===== src/inc/sws_pkg.sv =====
/*
 * sws_pkg: register map, field positions, reset values, sequencer states
 * and timing counts of the sleep/wake supply-monitor block.
 * assumes a single 100 MHz system clock; the 32 kHz low-power clock is
 * rebuilt from it as enable pulses.
 */
package sws_pkg;

  // ==========================================================================
  // register indices (byte address is four times the index)
  localparam logic [9:0] SYS_CTRL_IDX   = 10'h0ff; // system_control_reg
  localparam logic [9:0] LVL_CTRL_IDX   = 10'h1e3; // supply_level_control
  localparam logic [9:0] CMP_STATE_IDX  = 10'h1e4; // supply_comparator_state
  localparam logic [9:0] DUTY_TRIM_IDX  = 10'h1eb; // monitor_duty_trim
  localparam logic [9:0] SEQ_STATUS_IDX = 10'h1f0; // sequencer status

  // ==========================================================================
  // field positions
  localparam int SLEEP_BIT    = 3;
  localparam int STOP_BIT     = 0;
  localparam int PRL_LSB      = 4;  // precise_reset_level [5:4]
  localparam int LTS_LSB      = 0;  // lvd_trip_select [2:0]
  localparam int CMP_LVD_BIT  = 1;
  localparam int CMP_PRECISE_RESET_FLAG_BIT = 0;
  localparam int DUTY_LSB     = 6;  // monitor_duty_cycle [7:6]

  // ==========================================================================
  // reset values and field codes
  localparam logic [7:0] SYS_CTRL_RST  = 8'h00;
  localparam logic [7:0] LVL_CTRL_RST  = 8'h00;
  localparam logic [7:0] DUTY_TRIM_RST = 8'h00;
  localparam logic [7:0] LVL_CTRL_MASK = 8'h37; // writable bits
  localparam logic [7:0] DUTY_MASK     = 8'hc0;
  localparam logic [1:0] PRL_OFF       = 2'h3;  // reset disabled, readable
  localparam logic [2:0] LTS_FIRST_OK  = 3'h4;  // lowest non-reserved code

  // ==========================================================================
  // timing
  localparam int SYS_PERIOD_NS  = 10;
  localparam int SLOW_PERIOD_NS = 31250;        // 32 kHz
  localparam int SLOW_HALF_CYC  = SLOW_PERIOD_NS / 2 / SYS_PERIOD_NS;
  localparam int DUTY_CNT_W     = 9;            // up to 1/512

  // ==========================================================================
  // sleep sequencer states
  typedef enum logic [3:0] {
    SWS_RUN,
    SWS_HALT_WAIT,
    SWS_PD_EDGE,
    SWS_ASLEEP,
    SWS_SYNC,
    SWS_POWER_UP,
    SWS_SAMPLE,
    SWS_RELEASE,
    SWS_GRANT_DROP
  } sws_state_t;

endpackage


===== src/verilog/sws_sleep_wake_supply_monitor.sv =====
/*
 * sws_sleep_wake_supply_monitor: sleep/wake sequencer with the supply
 * monitor control registers, reached over an Avalon-MM slave.
 * assumes the cpu core runs on sys_clk_i, so its rising edge is every
 * clock edge and its falling edge is modelled as the next edge; the
 * wake interrupt and comparator inputs are synchronous to sys_clk_i.
 */
// Design decision made here: the Avalon-MM register port.
// Behaviour
// - a sleep-bit write raises halt_request straight away, with no further edge.
// - the cpu core samples halt_request each clock and stops between instructions.
// - the cpu core grants the halt at the first instruction boundary after the write.
// - after the grant, wait for the cpu falling edge, then raise power_down.
// - power_down turns off flash, fast oscillator, filter and bandgap.
// - any unmasked interrupt wakes; the global enable plays no part; here a set stop bit blocks the wake.
// - the wake interrupt is synchronised on a falling 32 kHz edge.
// - the next rising 32 kHz edge drops power_down.
// - the following rising 32 kHz edge samples both supply comparators.
// - the following falling 32 kHz edge drops halt_request; grant then drops.
// - wakeup from interrupt to cpu running takes 62.5 to 93.75 microseconds.
// - precise_reset_level picks 2.7/3/5 V range; code 11 disables the reset.
// - lvd_trip_select sets detect and flash levels; codes 000-011 reserved.
// - comparator register reads live lvd in bit 1, precise reset in bit 0.
// - monitor_duty_cycle sets monitor on-time: 1/128, 1/512, 1/32, 1/8.
// - sleep request is bit 3 of system_control_reg; one means sleep.
// - after wake the cpu runs the instruction after the sleep write first.
module sws_sleep_wake_supply_monitor #(
  parameter int SLOW_HALF_CYC = sws_pkg::SLOW_HALF_CYC
) (
  input  wire logic        sys_clk_i,
  input  wire logic        rst_n_i,
  // avalon-mm slave, byte addressed
  input  wire logic [11:0] avs_address_i,
  input  wire logic        avs_read_i,
  input  wire logic        avs_write_i,
  input  wire logic [31:0] avs_writedata_i,
  input  wire logic [3:0]  avs_byteenable_i,
  output logic      [31:0] avs_readdata_o,
  output logic             avs_waitrequest_o,
  // cpu core handshake
  output logic             halt_request_o,
  input  wire logic        halt_grant_i,
  input  wire logic        wake_irq_i,
  // power domain controls
  output logic             power_down_line_o,
  output logic             flash_power_en_o,
  output logic             fast_osc_en_o,
  output logic             transient_filter_en_o,
  output logic             bandgap_en_o,
  output logic             monitor_on_o,
  // supply monitor
  input  wire logic        low_supply_flag_i,
  input  wire logic        precise_reset_flag_i,
  output logic      [1:0]  precise_reset_level_o,
  output logic      [2:0]  lvd_trip_select_o,
  output logic             precise_reset_req_o
);

  initial
  begin
    if (SLOW_HALF_CYC < 2)
      $error("sws: SLOW_HALF_CYC must be at least 2");
  end

  // ==========================================================================
  // helpers
  function automatic logic hits(input logic [11:0] addr, input logic [9:0] idx);
    hits = (addr[11:2] == idx) && (addr[1:0] == 2'h0);
  endfunction

  // on-time mask: the monitor is on while the masked count is zero
  function automatic logic [8:0] duty_mask(input logic [1:0] code);
    case (code)
      2'h0:    duty_mask = 9'h07f; // 1/128
      2'h1:    duty_mask = 9'h1ff; // 1/512
      2'h2:    duty_mask = 9'h01f; // 1/32
      default: duty_mask = 9'h007; // 1/8
    endcase
  endfunction

  // ==========================================================================
  // slow clock edges
  logic slow_rise;
  logic slow_fall;

  sws_slow_tick #(
    .HALF_CYC (SLOW_HALF_CYC)
  ) u_slow_tick (
    .sys_clk_i (sys_clk_i),
    .rst_n_i   (rst_n_i),
    .rise_o    (slow_rise),
    .fall_o    (slow_fall)
  );

  // ==========================================================================
  // bus slave: one wait cycle, then the answer
  logic        wait_q;
  logic        wait_d;
  logic [31:0] rdata_q;
  logic [31:0] rdata_d;
  logic [7:0]  sys_ctrl_q;
  logic [7:0]  sys_ctrl_d;
  logic [7:0]  lvl_ctrl_q;
  logic [7:0]  lvl_ctrl_d;
  logic [7:0]  duty_q;
  logic [7:0]  duty_d;
  logic [1:0]  cmp_q;
  logic [1:0]  cmp_d;
  logic [1:0]  wake_cmp_q;
  logic [1:0]  wake_cmp_d;
  logic        req;
  logic        wr_go;
  logic        sleep_set;
  logic        seq_done;

  sws_pkg::sws_state_t state_q;
  sws_pkg::sws_state_t state_d;

  assign req       = avs_read_i | avs_write_i;
  assign wr_go     = avs_write_i & ~wait_q & avs_byteenable_i[0];
  assign sleep_set = wr_go && hits(avs_address_i, sws_pkg::SYS_CTRL_IDX)
                     && avs_writedata_i[sws_pkg::SLEEP_BIT];

  // read mux, loaded in the wait cycle so data stands with waitrequest low
  always_comb
  begin
    wait_d  = ~(req & wait_q);
    rdata_d = rdata_q;
    if (avs_read_i && wait_q)
    begin
      rdata_d = 32'h0000_0000;
      if (hits(avs_address_i, sws_pkg::SYS_CTRL_IDX))
        rdata_d[7:0] = sys_ctrl_q;
      else if (hits(avs_address_i, sws_pkg::LVL_CTRL_IDX))
        rdata_d[7:0] = lvl_ctrl_q & sws_pkg::LVL_CTRL_MASK;
      else if (hits(avs_address_i, sws_pkg::CMP_STATE_IDX))
        rdata_d[1:0] = cmp_q;
      else if (hits(avs_address_i, sws_pkg::DUTY_TRIM_IDX))
        rdata_d[7:0] = duty_q & sws_pkg::DUTY_MASK;
      else if (hits(avs_address_i, sws_pkg::SEQ_STATUS_IDX))
        rdata_d[7:0] = {2'h0, wake_cmp_q, 4'(state_q)};
    end
  end

  // ==========================================================================
  // register writes; the sequencer clears the sleep bit once awake
  always_comb
  begin
    sys_ctrl_d = sys_ctrl_q;
    lvl_ctrl_d = lvl_ctrl_q;
    duty_d     = duty_q;
    if (wr_go && hits(avs_address_i, sws_pkg::SYS_CTRL_IDX))
    begin
      sys_ctrl_d[sws_pkg::SLEEP_BIT] = avs_writedata_i[sws_pkg::SLEEP_BIT];
      sys_ctrl_d[sws_pkg::STOP_BIT]  = avs_writedata_i[sws_pkg::STOP_BIT];
    end
    if (wr_go && hits(avs_address_i, sws_pkg::LVL_CTRL_IDX))
      lvl_ctrl_d = avs_writedata_i[7:0] & sws_pkg::LVL_CTRL_MASK;
    if (wr_go && hits(avs_address_i, sws_pkg::DUTY_TRIM_IDX))
      duty_d = avs_writedata_i[7:0] & sws_pkg::DUTY_MASK;
    // a sleep write in the same cycle wins over the hardware clear
    if (seq_done && !sleep_set)
      sys_ctrl_d[sws_pkg::SLEEP_BIT] = 1'b0;
  end

  always_ff @(posedge sys_clk_i)
  begin
    if (!rst_n_i)
    begin
      wait_q     <= 1'b1;
      rdata_q    <= 32'h0000_0000;
      sys_ctrl_q <= sws_pkg::SYS_CTRL_RST;
      lvl_ctrl_q <= sws_pkg::LVL_CTRL_RST;
      duty_q     <= sws_pkg::DUTY_TRIM_RST;
    end
    else
    begin
      wait_q     <= wait_d;
      rdata_q    <= rdata_d;
      sys_ctrl_q <= sys_ctrl_d;
      lvl_ctrl_q <= lvl_ctrl_d;
      duty_q     <= duty_d;
    end
  end

  // ==========================================================================
  // sleep / wake sequencer
  logic halt_q;
  logic halt_d;
  logic pd_q;
  logic pd_d;
  logic en_q;
  logic en_d;
  logic stopped;

  assign stopped  = sys_ctrl_q[sws_pkg::STOP_BIT];
  assign seq_done = (state_q == sws_pkg::SWS_GRANT_DROP) && !halt_grant_i;

  always_comb
  begin
    state_d    = state_q;
    halt_d     = halt_q;
    pd_d       = pd_q;
    wake_cmp_d = wake_cmp_q;
    case (state_q)
      sws_pkg::SWS_RUN:
        if (sleep_set)
        begin
          halt_d  = 1'b1; // raised on the write's own edge
          state_d = sws_pkg::SWS_HALT_WAIT;
        end
      sws_pkg::SWS_HALT_WAIT:
        // the core stops at an instruction boundary and grants
        if (halt_grant_i)
          state_d = sws_pkg::SWS_PD_EDGE;
      sws_pkg::SWS_PD_EDGE:
      begin
        pd_d    = 1'b1; // falling cpu edge after the grant
        state_d = sws_pkg::SWS_ASLEEP;
      end
      sws_pkg::SWS_ASLEEP:
        // no global enable input exists: any unmasked request wakes unless the stop bit is set
        if (wake_irq_i && !stopped)
          state_d = sws_pkg::SWS_SYNC;
      sws_pkg::SWS_SYNC:
        if (slow_fall)
          state_d = sws_pkg::SWS_POWER_UP;
      sws_pkg::SWS_POWER_UP:
        if (slow_rise)
        begin
          pd_d    = 1'b0;
          state_d = sws_pkg::SWS_SAMPLE;
        end
      sws_pkg::SWS_SAMPLE:
        if (slow_rise)
        begin
          wake_cmp_d = {low_supply_flag_i, precise_reset_flag_i};
          state_d    = sws_pkg::SWS_RELEASE;
        end
      sws_pkg::SWS_RELEASE:
        if (slow_fall)
        begin
          halt_d  = 1'b0;
          state_d = sws_pkg::SWS_GRANT_DROP;
        end
      sws_pkg::SWS_GRANT_DROP:
        if (!halt_grant_i)
          state_d = sws_pkg::SWS_RUN;
      default:
      begin
        state_d = sws_pkg::SWS_RUN;
        halt_d  = 1'b0;
        pd_d    = 1'b0;
      end
    endcase
    en_d = ~pd_d; // own flop, so the enable pins see no gate
  end

  always_ff @(posedge sys_clk_i)
  begin
    if (!rst_n_i)
    begin
      state_q    <= sws_pkg::SWS_RUN;
      halt_q     <= 1'b0;
      pd_q       <= 1'b0;
      en_q       <= 1'b1;
      wake_cmp_q <= 2'h0;
    end
    else
    begin
      state_q    <= state_d;
      halt_q     <= halt_d;
      pd_q       <= pd_d;
      en_q       <= en_d;
      wake_cmp_q <= wake_cmp_d;
    end
  end

  // ==========================================================================
  // supply monitor: comparator readback, duty cycle, reset request
  logic [8:0] duty_cnt_q;
  logic [8:0] duty_cnt_d;
  logic       mon_on_q;
  logic       mon_on_d;
  logic       preq_q;
  logic       preq_d;
  logic [1:0] prl;

  assign prl = lvl_ctrl_q[sws_pkg::PRL_LSB +: 2];

  // duty counting only matters asleep; awake the monitor stays on
  always_comb
  begin
    cmp_d      = {low_supply_flag_i, precise_reset_flag_i}; // live
    duty_cnt_d = duty_cnt_q;
    if (slow_rise)
      duty_cnt_d = duty_cnt_q + 9'h001;
    mon_on_d = !pd_q
               || ((duty_cnt_q & duty_mask(duty_q[sws_pkg::DUTY_LSB +: 2])) == 9'h000);
    // code 11 keeps the comparator readable but never resets
    preq_d = precise_reset_flag_i && (prl != sws_pkg::PRL_OFF);
  end

  always_ff @(posedge sys_clk_i)
  begin
    if (!rst_n_i)
    begin
      cmp_q      <= 2'h0;
      duty_cnt_q <= 9'h000;
      mon_on_q   <= 1'b1;
      preq_q     <= 1'b0;
    end
    else
    begin
      cmp_q      <= cmp_d;
      duty_cnt_q <= duty_cnt_d;
      mon_on_q   <= mon_on_d;
      preq_q     <= preq_d;
    end
  end

  // ==========================================================================
  // outputs, all straight from flip-flops
  assign avs_readdata_o        = rdata_q;
  assign avs_waitrequest_o     = wait_q;
  assign halt_request_o        = halt_q;
  assign power_down_line_o     = pd_q;
  assign flash_power_en_o      = en_q;
  assign fast_osc_en_o         = en_q;
  assign transient_filter_en_o = en_q;
  assign bandgap_en_o          = en_q;
  assign monitor_on_o          = mon_on_q;
  assign precise_reset_level_o = prl;
  assign lvd_trip_select_o     = lvl_ctrl_q[sws_pkg::LTS_LSB +: 3];
  assign precise_reset_req_o   = preq_q;

endmodule


===== src/verilog/sws_slow_tick.sv =====
/*
 * sws_slow_tick: rebuilds the 32 kHz low-power clock as two one-cycle
 * enables, one for its rising and one for its falling edge.
 * assumes one free-running system clock and a synchronous active-low reset.
 */
module sws_slow_tick #(
  parameter int HALF_CYC = sws_pkg::SLOW_HALF_CYC
) (
  input  wire logic sys_clk_i,
  input  wire logic rst_n_i,
  output logic      rise_o,
  output logic      fall_o
);

  initial
  begin
    if (HALF_CYC < 2 || HALF_CYC > 65535)
      $error("sws_slow_tick: HALF_CYC out of range");
  end

  logic [15:0] cnt_q;
  logic [15:0] cnt_d;
  logic        level_q;
  logic        level_d;
  logic        rise_q;
  logic        rise_d;
  logic        fall_q;
  logic        fall_d;

  // ==========================================================================
  // half-period counter; the level toggles at each wrap
  always_comb
  begin
    cnt_d   = cnt_q + 16'h0001;
    level_d = level_q;
    rise_d  = 1'b0;
    fall_d  = 1'b0;
    if (cnt_q == 16'(HALF_CYC - 1))
    begin
      cnt_d   = 16'h0000;
      level_d = ~level_q;
      rise_d  = ~level_q;
      fall_d  = level_q;
    end
  end

  always_ff @(posedge sys_clk_i)
  begin
    if (!rst_n_i)
    begin
      cnt_q   <= 16'h0000;
      level_q <= 1'b0;
      rise_q  <= 1'b0;
      fall_q  <= 1'b0;
    end
    else
    begin
      cnt_q   <= cnt_d;
      level_q <= level_d;
      rise_q  <= rise_d;
      fall_q  <= fall_d;
    end
  end

  assign rise_o = rise_q;
  assign fall_o = fall_q;

endmodule


===== config.mk =====
export PLATFORM = sky130hd
export DESIGN_NAME = sws_sleep_wake_supply_monitor
export DESIGN_NICKNAME = d
export VERILOG_FILES = /design/src/inc/sws_pkg.sv /design/src/verilog/sws_sleep_wake_supply_monitor.sv /design/src/verilog/sws_slow_tick.sv
export SDC_FILE = /design/constraint.sdc
export NUM_CORES = 1
export LEC_CHECK = 0
export ABC_AREA = 1
export BUFFER_PORTS_ARGS = -buffer_cell sky130_fd_sc_hd__buf_2
export CORE_AREA = 2 2 99 101
export DETAILED_ROUTE_END_ITERATION = 7
export DIE_AREA = 0 0 101 103
export PLACE_DENSITY = 0.66
export SLEW_MARGIN = 0
export SYNTH_ARGS = -nofsm -noshare
export SYNTH_HDL_FRONTEND = slang
export SYNTH_SLANG_ARGS = --single-unit
export TNS_END_PERCENT = 100

===== constraint.sdc =====
create_clock -name sys_clk_i -period 1.35 [get_ports sys_clk_i]
set_input_delay 0.2025 -clock sys_clk_i [delete_from_list [all_inputs] [get_ports sys_clk_i]]
set_output_delay 0.2025 -clock sys_clk_i [all_outputs]
set_load 0.03 [all_outputs]

=== Word-level counts from Yosys, hierarchy flattened ===
Index checks and enable logic that the tools add are counted.

* Output and inout port bits: 46
* Register bits after elaboration: 59
* Input bits: 56
* Logic and storage cells: 109

* Add/subtract/negate cells: 2
* Bitwise logic cells: 11
* Reduce and logical (&&, ||, !) cells: 31
* Muxes and demuxes: 21
* Equality and inequality tests: 25

{| class="wikitable"
|+ Operators by type and width
! cell !! number
|-
| 10-bit by 9-bit equality test with 1-bit output, second input constant || 4
|-
| 4-bit case mux with 9 select lines || 1
|-
| 4-bit two-way mux || 8
|-
| 9-bit case mux with 3 select lines || 1
|-
| 8-bit two-way mux || 3
|-
| 16-bit by 1-bit adder with 16-bit output, second input constant || 1
|-
| 16-bit by 11-bit equality test with 1-bit output, second input constant || 1
|-
| 4-bit by 3-bit equality test with 1-bit output, second input constant || 4
|-
| 1-bit logical AND || 14
|-
| 7-bit OR reduction || 2
|-
| 6-bit two-way mux || 2
|-
| 10-bit by 8-bit equality test with 1-bit output, second input constant || 1
|-
| 2-bit != test, second input constant || 5
|-
| 9-bit by 1-bit adder with 9-bit output, second input constant || 1
|-
| 9-bit bitwise AND || 1
|-
| 9-bit zero test || 1
|-
| 4-bit by 2-bit equality test with 1-bit output, second input constant || 2
|-
| 2-bit by 1-bit != test with 1-bit output, second input constant || 4
|-
| 8-bit AND reduction || 1
|-
| 1-bit NOT || 6
|-
| 1-bit case mux with 3 select lines || 2
|-
| 4-bit by 1-bit equality test with 1-bit output, second input constant || 1
|-
| 4-bit equality test, second input constant || 1
|-
| 1-bit zero test || 4
|-
| other kinds (12) || 19
|}

=== Longest topological paths before layout ===
Gate-level depths: netlist (run 1).

* Depth after elaboration: 8
* Gate-level depth with buffers: 10

=== Hierarchy ===
From an unflattened synthesis (run 1), not the netlist that was laid out.

* Cell total of the unflattened synthesis: 458
* Area total of the unflattened synthesis: 3,214.3 sq um

{| class="wikitable"
|+ Modules (own cells, without submodules)
! module !! sequential area each (sq um) !! cells each !! instances !! area each (sq um)
|-
| sws_sleep_wake_supply_monitor || 800.8 || 322 || 1 || 2,214.6
|-
| sws_slow_tick || 380.4 || 136 || 1 || 999.7
|}

=== Worst setup path before layout (run 1) ===
No wires, ideal clock.

* Path kind: flip-flop to flip-flop
* Start: reg u_slow_tick.cnt_q[0]
* End: reg u_slow_tick.cnt_q[14]
* Stages on the path, launching flop included: 9
* Buffers on the path: 0
* Library setup time: 0.115 ns
* Required time: 1.235 ns
* Slack: -0.030 ns
* Arrival: 1.265 ns
* Cell sequence: dfxtp_1 > ha_1 > nand2_1 > nor3_4 > nand2_2 > nor2_4 > nand2_2 > xor2_1 > nor2_2

* Cells in the longest elaborated chain, start to end: 2

{| class="wikitable"
|+ Ends and longest elaborated chain
! element !! line !! RTL
|-
| start: declaration || sws_slow_tick.sv:21 || <nowiki>logic [15:0] cnt_q;</nowiki>
|-
| start signal: assignment || sws_slow_tick.sv:58 || <nowiki>cnt_q <= cnt_d;</nowiki>
|-
| parallel branches: the longest is 2 deep, another holds 16-bit by 1-bit adder with 16-bit output || - ||
|}

Parallel ways; which one is timed is not known.
A chain may end at the register's enable or synchronous reset.

=== Worst setup path after layout (run 1) ===
* Start: reg u_slow_tick.cnt_q[1]
* End: reg u_slow_tick.cnt_q[14]

The elaborated chain is that of the path after synthesis.

==> impl_metrics.yaml, run 1 <==
final_layout:
  n_antenna_cell: 0
  utilization: 0.4458
  fin_area_um2: 4217
  layout-drive-gt1-share: 0.3517
  nNetsFinal: 598
  syn_to_final_growth_pct: 32.89
cts:
  ctsHtreeMaxLevel: 3
  path_clk_slew_ns: 0.07
  cts_buffer_depth: 2
  clockRootBuffer: "clkbuf_8"
  cts_buffers: 9
  cts_sinks: 59
  postCtsHoldBufs: 0
  clk_latency_ns: 0.34
  cts_tree: "built"
route:
  final_antenna_net_count: 0
  wl_met3_um: 444
  routedWlPerCell_um: 12.15
  drc_errors: 0
  wl_met2_um: 4052
  finalWirelength_um: 7985
  firstDrtPassIters: 4
  highest_layer: "met4"
  dr_total_vias: 3089
  wl_met1_um: 3325
  avgViaCountPerCell: 4.702
  drt_iter0_markers: 76
hold_path:
  hold_path_class: "in2reg"
  hp-start: "low_supply_flag_i"
synth:
  yosysSeqAreaShare: 0.3722
  synthAdderAreaFrac: 0.01577
  synth_area_um2: 3173
  synth_enable_flop_cells: 0
  synth_compound_area_frac: 0.1002
  synth_seq_cells: 59
  synth_cells: 450
  synthMuxAreaShare: 0
  syn_avg_cell_area_um2: 7.051
  ys_async_sr_fraction: 0
  synth-simple-area-share: 0.3486
  synthXorXnorAreaFrac: 0.01380
  netlist-cell-type-count: 33
  synth_ff_type: "dfxtp_1"
  synth_top_family_by_area: "simple AND/OR/NAND/NOR gates"
  yosysWarnings: 0
timing:
  final.min_clock_period_ns: 1.328
  fin_hold_ws_ns: 0.06749
  slew_viol_final: 0
  setup_viol_count_final: 0
  fin_crit_sh: 0.9839
  worst_slack_ns: 0.02169
  final_hold_viol_count: 0
  max_freq_ghz: 0.7528
  rsz0062_at_grt: "true"
  finalClockSkew_ns: 0.01691
place:
  port_buffers: 50
  dp_slack_ns: -0.05525
  placed_area_um2: 3630
  dp_hpwl_um: 5843
  gp_congestion: 0.8673
global_routing:
  antenna_found_initial: 0
  grt_first_pass_wirelength_um: 12390
  track_usage: 0.1494
  overflow: 0
  grt_pass1_vias: 2869
  grt_max_degree: 15
floorplanning:
  initial_utilization: 0.3354
  io_pins: 102
  dieArea_um2: 10400
  die_x_um: 101
  die_h_um: 103
  core_um2: 9459
  num_rows: 36
worst_setup_path:
  worstPathRequired_ns: 1.58
  cp-startpoint: "u_slow_tick.cnt_q[1]"
  critPathArrivalTime_ns: 1.55
  critPathKind: "reg2reg"
  crit_fanout: 4
  cp-start-kind: "flop"
  cp-end-kind: "flop"
  timing.rr.start: "u_slow_tick.cnt_q[1]"
run_status:
  status: "completed"
pwr:
  total_power_mw: 5.611
  p_per_area_nw_per_um2: 1331
  max-vdd-ir-drop_v: 0.0006849
  leakage_nw: 1.798
job:
  cap_violations: 0
-- critical path, stage by stage (launching register included) --
cell and delay, ns:
dfxtp_4 0.39, ha_4 0.15, nand2_4 0.05, nor3_4 0.15, nand2_2 0.09, nor2_4 0.13
nand2_2 0.06, xor2_1 0.16, nor2_2 0.04
-- Yosys cell counts (2+ instances only) --
cell type,n,share of area
dfxtp_1,59,0.37
nand4_1,16,0.032
nor2_2,8,0.016
nand2_1,77,0.091
nor2_4,6,0.021
clkbuf_1,3,0.0035
nand2_2,13,0.026
xor2_1,5,0.014
nor3_2,2,0.0063
nor3b_1,2,0.0047
o211ai_1,2,0.0047
inv_2,9,0.011
inv_1,51,0.060
buf_4,29,0.069
ha_1,4,0.016
nor2_1,57,0.067
nor4_1,2,0.0039
o21ai_0,16,0.025
nor3_1,14,0.022
a21oi_1,30,0.047
nand3_2,3,0.0095
o21ai_1,10,0.016
nand3_1,22,0.035
-- per-stage QoR --
| stage | instances | setup TNS [ns] |
|---|---|---|
| after floorplan | 473 | -0.02965 |
| after global placement | 631 | -0.04503 |
| after detailed placement | 631 | -0.1621 |
| after CTS | 651 | -0.01272 |
| after global routing | 657 | -0.5166 |
| final | 657 | 0 |
-- timing repair --
action	4_1_cts	5_1_grt
setup buffers	4	5
gates resized for setup	7	64
endpoints found under the setup margin	14	29
pin swaps	1	12
gates cloned	0	1
-- state kept, by name, indices dropped and copies added, names as in the netlist, 2 cells and up --
signal             cells
cmp_q                  2
sys_ctrl_q             2
duty_q                 2
avs_readdata_o         8
wake_cmp_q             2
state_q                4
duty_cnt_q             9
u_slow_tick.cnt_q     16
lvl_ctrl_q             5
-- power breakdown --
| group | leakage [nW] | internal (mW) | switching, mW | total (mW) |
|---|---|---|---|---|
| clock | 0.123 | 1.27 | 0.690 | 1.96 |
| sequential | 0.485 | 1.87 | 0.169 | 2.04 |
| combinational | 1.19 | 0.602 | 1.01 | 1.61 |
-- layout make-up --
class / count / area [um2]
fillers: 940 / 5243
repair buffers: 88 / 569.3
clock buffers: 11 / 141.4
well taps: 114 / 142.6
multi-input cells: 320 / 1818
inverters: 60 / 232.7
clock inverters: 5 / 100.1
flip-flops and latches: 59 / 1212
-- kinds of logic (layout without fill, tap and decap cells) --
logic type / count (synthesis) / count (layout)
flops: 59 / 59
buf+inv: 94 / 164
other cells: 1 / 24
simple gates: 226 / 226
fa+ha+maj: 4 / 4
compound gates: 61 / 61
xor+xnor: 5 / 5
-- placed cells by master, fill, tap and decap left out, drive strengths merged, types with 24 or more instances in the layout --
master,n
a21oi,31
buf,87
conb,24
dfxtp,59
inv,60
nand2,91
nand3,25
nor2,71
o21ai,26
-- final timing paths --
| check | to | slack (ns) | cells past startpoint |
|---|---|---|---|
| min | cmp_q[1] | 0.07 | 3 |
| max | u_slow_tick.cnt_q[14] | 0.02 | 8 |
| min reg2reg | u_slow_tick.rise_o | 0.43 | 1 |
| max reg2reg | u_slow_tick.cnt_q[14] | 0.02 | 8 |
-- metal layers --
layer	GRT usage	vias to the layer above
met3	0.04339	14
met2	0.2779	83
met4	0.05301	0
li1	-	1581
met5	0	-
met1	0.1617	1411
Note: power is estimated with default switching activity, not from simulation.
==> run 2: changes to the inputs <==
- PLACE_DENSITY: 0.66 -> 0.67
- SYNTH_HIERARCHICAL: unset -> 1
==> run 2 against run 1 <==
The flow now finishes with violations (setup timing). Area after synthesis up 1.3%. Wire length is 6.3% lower. Count of clock-buffer cells in the layout fell by 1. Worst hold slack hardly changed. Worst setup slack got worse by 0.030 ns. Core utilization down 1.9 points. Sequential cell count stayed put. Critical path depth is 4 higher. Clock power shrank 5%. Critical endpoint is now state_q[3].
==> impl_metrics.yaml, run 2 <==
run_status:
  status: "complete, but fails checks"
  violations: "setup timing"
timing:
  finalClockSkew_ns: 0.01142
  setup_viol_count_final: 1
  fin_crit_sh: 1.006
  fin_hold_ws_ns: 0.06769
  slew_viol_final: 0
  worst_slack_ns: -0.008350
  rsz0062_at_grt: "true"
  final.min_clock_period_ns: 1.358
  max_freq_ghz: 0.7362
  final_hold_viol_count: 0
route:
  finalWirelength_um: 7483
  drc_errors: 0
  firstDrtPassIters: 4
  routedWlPerCell_um: 11.34
  dr_total_vias: 3064
  drt_iter0_markers: 99
  final_antenna_net_count: 0
  avgViaCountPerCell: 4.642
final_layout:
  fin_area_um2: 4035
  layout_commonest_cell: "nand2_1"
  top_register: "u_slow_tick/cnt_q"
  largest_reg_flops: 16
  n_antenna_cell: 0
  syn_to_final_growth_pct: 25.54
  layout-drive-gt1-share: 0.3114
  final_cell_mix: "nand2_1 (75), inv_1 (54), nor2_1 (54)"
  fillers: 971
  nNetsFinal: 601
synth:
  yosysWarnings: 6
  netlist-cell-type-count: 40
  synth_enable_flop_cells: 0
  synth_cells: 458
  yosys-top-cells-area: "dfxtp_1 (37%), nand2_1 (9.3%), nor2_1 (7.0%), buf_4 (6.3%), inv_1 (6.3%)"
  synth_top_cell_by_area: "dfxtp_1"
  synthTopCellsByCount: "nand2_1 (80), nor2_1 (60), dfxtp_1 (59), inv_1 (54), nand3_1 (36)"
  synth_area_um2: 3214
  synth_top_cell_area_share: 0.3675
  synth_ff_type: "dfxtp_1"
  synth_seq_cells: 59
  yosys.cell_count.top_type: "nand2_1"
  syn_avg_cell_area_um2: 7.018
  ys_async_sr_fraction: 0
  yosysSeqAreaShare: 0.3675
global_routing:
  track_usage: 0.1500
  grt_max_degree: 18
  overflow: 0
  antenna_found_initial: 0
  grt_first_pass_wirelength_um: 12280
  grt_pass1_vias: 2809
cts:
  cts_buffer_depth: 2
  ctsHtreeMaxLevel: 3
  cts_sinks: 59
  clockRootBuffer: "clkbuf_8"
  cts_buffers: 9
  path_clk_slew_ns: 0.08
  clk_latency_ns: 0.35
  cts_tree: "built"
worst_setup_path:
  worstPathRequired_ns: 1.63
  crit_fanout: 5
  cp-end-kind: "flop"
  r2r_slack_ns: -0.008
  critPathArrivalTime_ns: 1.64
  critPathKind: "reg2reg"
  cp-start-kind: "flop"
job:
  cap_violations: 0
floorplanning:
  io_pins: 102
  die_h_um: 103
  core_um2: 9459
  initial_utilization: 0.3398
  num_rows: 36
  die_x_um: 101
  dieArea_um2: 10400
place:
  port_buffers: 50
  dp_hpwl_um: 5683
  placed_area_um2: 3652
  gp_congestion: 0.8694
pwr:
  max-vdd-ir-drop_v: 0.0006438
  p_per_area_nw_per_um2: 1275
  leakage_nw: 1.786
  total_power_mw: 5.144
hold_path:
  hold_path_class: "in2reg"
==> run 2: cell types whose count changed in the layout (fill, tap and decap cells not counted), moves of 5 or more <==
| cell | previous run | this run |
|---|---|---|
| buf_4 | 35 | 30 |
| nand3_1 | 19 | 33 |
| nand4_1 | 16 | 11 |
| nor2_1 | 48 | 54 |
| o21ai_0 | 15 | 21 |
| o21ai_1 | 10 | 1 |
==> run 2: worst max-delay path, cell delays in order (launching register included) <==
cell and delay, ns:
dfxtp_4 0.40, inv_2 0.05, nand2_4 0.07, nand2_2 0.05
nand2_1 0.05, nand2_1 0.06, inv_2 0.05, nand2_2 0.05
nor2_4 0.19, nand2_4 0.09, nand2_2 0.07, nand2_2 0.04
nor2_2 0.11
==> run 2: layer usage <==
layer  track usage  vias to the layer above  routed length (um)
li1              -                     1587                   -
met1        0.1742                     1390                3376
met2        0.2677                       76                3639
met3       0.03661                       11                 353
met4       0.05717                        0                 114
met5             0                        -                   0
==> run 2: area by class of cell <==
class	count	area, um2	share of cell area
inverters	65	246.5	0.06109
clock inverters	6	88.84	0.02202
flip-flops and latches	59	1202	0.2980
well taps	114	142.6	0.03535
clock buffers	10	137.6	0.03411
repair buffers	80	475.5	0.1178
multi-input cells	326	1742	0.4316
==> run 2: cells by family (layout without fill, tap and decap cells) <==
kind of cell,count (synthesis),in the layout,synth area share
simple gates,230,230,0.3336
other cells,1,24,0.001167
fa+ha+maj,4,4,0.01557
xor+xnor,4,4,0.01090
mux,1,1,0.007006
compound gates,63,63,0.1125
flops,59,59,0.3675
buf+inv,96,161,0.1518
==> run 2: final timing paths <==
kind                                         start       endpoint  cells after the start
worst min-delay path            avs_writedata_i[1]  lvl_ctrl_q[1]                      3
worst max-delay path                    state_q[1]     state_q[3]                     12
worst max register to register          state_q[1]     state_q[3]                     12
worst min register to register   power_down_line_o   monitor_on_o                      1
==> run 2: repair_timing <==
item                                    CTS  global route
endpoints found under the setup margin   21            16
endpoints found under the hold margin     0             0
pin swaps                                 4            11
buffers inserted                          1             2
resized for setup                        19            23
hold buffers                              0             0
==> run 2: report_power, final <==
part,switching (mW),total (mW),internal [mW]
combinational,0.844,1.33,0.486
sequential,0.114,1.95,1.84
clock,0.772,1.86,1.09
==> run 2: per-stage QoR <==
stage | cells | utilization | setup slack [ns] | TNS, ns
2_1_floorplan | 481 | - | 0.01309 | 0
3_5_place_dp | 641 | 0.3861 | -0.09730 | -1.034
4_1_cts | 658 | 0.4169 | -0.04921 | -0.04921
3_3_place_gp | 641 | 0.3861 | -0.06455 | -0.2269
6_report | 660 | 0.4266 | -0.008350 | -0.008350
5_1_grt | 660 | 0.4266 | -0.1186 | -0.3431
==> run 3: changes to the inputs <==
- HOLD_SLACK_MARGIN: unset -> 0.1
- MAX_ROUTING_LAYER: unset -> met4
==> run 3 against run 2 <==
The run now ends clean. Worst hold slack better by 0.0041 ns. Cell count is 1.5% higher. Count of clock-buffer cells in the layout is 3 higher. Combinational power is 5% higher. Die area stayed put. Power is 1.4% lower. Register-to-register slack hardly changed. Via count is 2.3% higher. Critical endpoint is now state_q[1]. Largest power group unchanged.
==> impl_metrics.yaml, run 3 (synthesized netlist as in run 2, its figures left out) <==
final_layout:
  layout-drive-gt1-share: 0.3255
  largest_reg_flops: 16
  final_cell_mix: "nand2_1 (72), nor2_1 (56), inv_1 (52)"
  layout_commonest_cell: "nand2_1"
  nNetsFinal: 611
  fillers: 947
  fin_cells: 670
  top_register: "u_slow_tick/cnt_q"
  n_antenna_cell: 0
  utilization: 0.4401
  syn_to_final_growth_pct: 29.51
  fin_area_um2: 4163
cts:
  clk_latency_ns: 0.34
  path_clk_slew_ns: 0.07
  ctsHtreeMaxLevel: 3
  cts_tree: "built"
  cts_buffer_depth: 2
  clockRootBuffer: "clkbuf_8"
  cts_sinks: 59
  cts_buffers: 9
floorplanning:
  initial_utilization: 0.3398
  io_pins: 102
  die_x_um: 101
  die_h_um: 103
  dieArea_um2: 10400
  num_rows: 36
  core_um2: 9459
hold_path:
  hold_path_class: "in2reg"
  min_path_cells: 2
  hp-start: "avs_read_i"
  min_to: "avs_waitrequest_o"
place:
  port_buffers: 50
  placed_area_um2: 3660
  dp_hpwl_um: 5811
  placed_cells: 642
  gp_congestion: 0.8650
  dp_slack_ns: -0.07761
worst_setup_path:
  r2r_cells: 11
  critPathKind: "reg2reg"
  cp-start-kind: "flop"
  regToRegEndpoint: "state_q[1]"
  worstPathRequired_ns: 1.56
  cp-end-kind: "flop"
  r2r_slack_ns: 0.004
  crit_fanout: 5
  timing.rr.start: "state_q[0]"
  critPathArrivalTime_ns: 1.56
route:
  routedWlPerCell_um: 11.96
  dr_total_vias: 3136
  firstDrtPassIters: 4
  final_antenna_net_count: 0
  finalWirelength_um: 8013
  drt_iter0_markers: 104
  drc_errors: 0
  avgViaCountPerCell: 4.681
pwr:
  p_seq_frac: 0.385
  leakage_nw: 1.840
  total_power_mw: 5.071
  power.switching_mw: 1.716
  p_per_area_nw_per_um2: 1218
  combPwrFrac: 0.276
  clkPwrFrac: 0.339
  p_int_mw: 3.356
  switching_share: 0.3383
  max-vdd-ir-drop_v: 0.0005811
timing:
  fin_crit_sh: 0.9972
  final.min_clock_period_ns: 1.346
  worst_slack_ns: 0.003728
  setup_viol_count_final: 0
  fin_hold_ws_ns: 0.07177
  final_hold_viol_count: 0
  slew_viol_final: 0
  max_freq_ghz: 0.7428
  rsz0062_at_grt: "true"
  setup_tns_ns: 0
  finalClockSkew_ns: 0.01040
global_routing:
  track_usage: 0.1640
  overflow: 0
  grt_max_degree: 21
  grt_first_pass_wirelength_um: 12970
  grt_pass1_vias: 2968
  antenna_found_initial: 0
run_status:
  status: "completed"
job:
  cap_violations: 0
run 3: cell types whose count changed in the layout (fill, tap and decap cells not counted), moves of 3 or more:
cell	previous run	this run
dlygate4sd3_1	0	7
nand3_1	33	29
buf_4	30	33
nand2_1	75	72
nand3_2	5	8
run 3: worst max-delay path: stages, from the launching register on:
cell,delay (ns)
dfxtp_4,0.40
inv_2,0.05
nand2_2,0.07
nand2_2,0.06
nand2_2,0.07
nand2_2,0.05
inv_2,0.04
nand2_2,0.05
nor2_4,0.21
nand2_4,0.10
nand2_2,0.08
a21oi_2,0.05
run 3: timing repair:
item / 4_1_cts / 5_1_grt
endpoints found under the hold margin: 7 / 0
setup buffers: 3 / 2
hold buffers: 8 / 0
pin swaps: 5 / 8
endpoints found under the setup margin: 21 / 29
resized for setup: 13 / 43
run 3: power by group through the flow:
stage	sequential, mW	combinational, mW	clock, mW
final	1.95	1.40	1.72
after global routing	1.97	1.54	1.84
after CTS	1.91	1.24	1.76
after detailed placement	1.94	1.21	0
after global placement	1.94	1.19	0
after floorplan	1.99	0.881	0
run 3: area by class of cell:
type / count / area [um2] / share of cell area
clock buffer: 13 / 168.9 / 0.04058
clock inverter: 3 / 45.04 / 0.01082
inverter: 65 / 246.5 / 0.05921
multi-input combinational: 326 / 1787 / 0.4292
sequential: 59 / 1205 / 0.2895
tap: 114 / 142.6 / 0.03427
timing repair buffer: 90 / 568.0 / 0.1365
run 3: per-layer routing:
metal,track usage,vias up,routed length (um)
li1,-,1604,-
met1,0.1750,1419,3377
met2,0.2892,91,4038
met3,0.03458,22,380
met4,0.08108,0,216
met5,-,-,0
run 3: how the worst max path moves through the flow:
| stage | from | end | slack [ns] | cells after the start |
|---|---|---|---|---|
| final | state_q[0] | state_q[1] | 0.004 | 11 |
| after floorplan | avs_waitrequest_o | avs_readdata_o[7] | 0.01 | 6 |
| after global placement | avs_address_i[1] | avs_readdata_o[4] | -0.06 | 9 |
| after global routing | state_q[0] | state_q[2] | -0.07 | 11 |
| after CTS | duty_cnt_q[0] | duty_cnt_q[8] | -0.03 | 8 |
| after detailed placement | avs_address_i[1] | avs_readdata_o[4] | -0.08 | 9 |
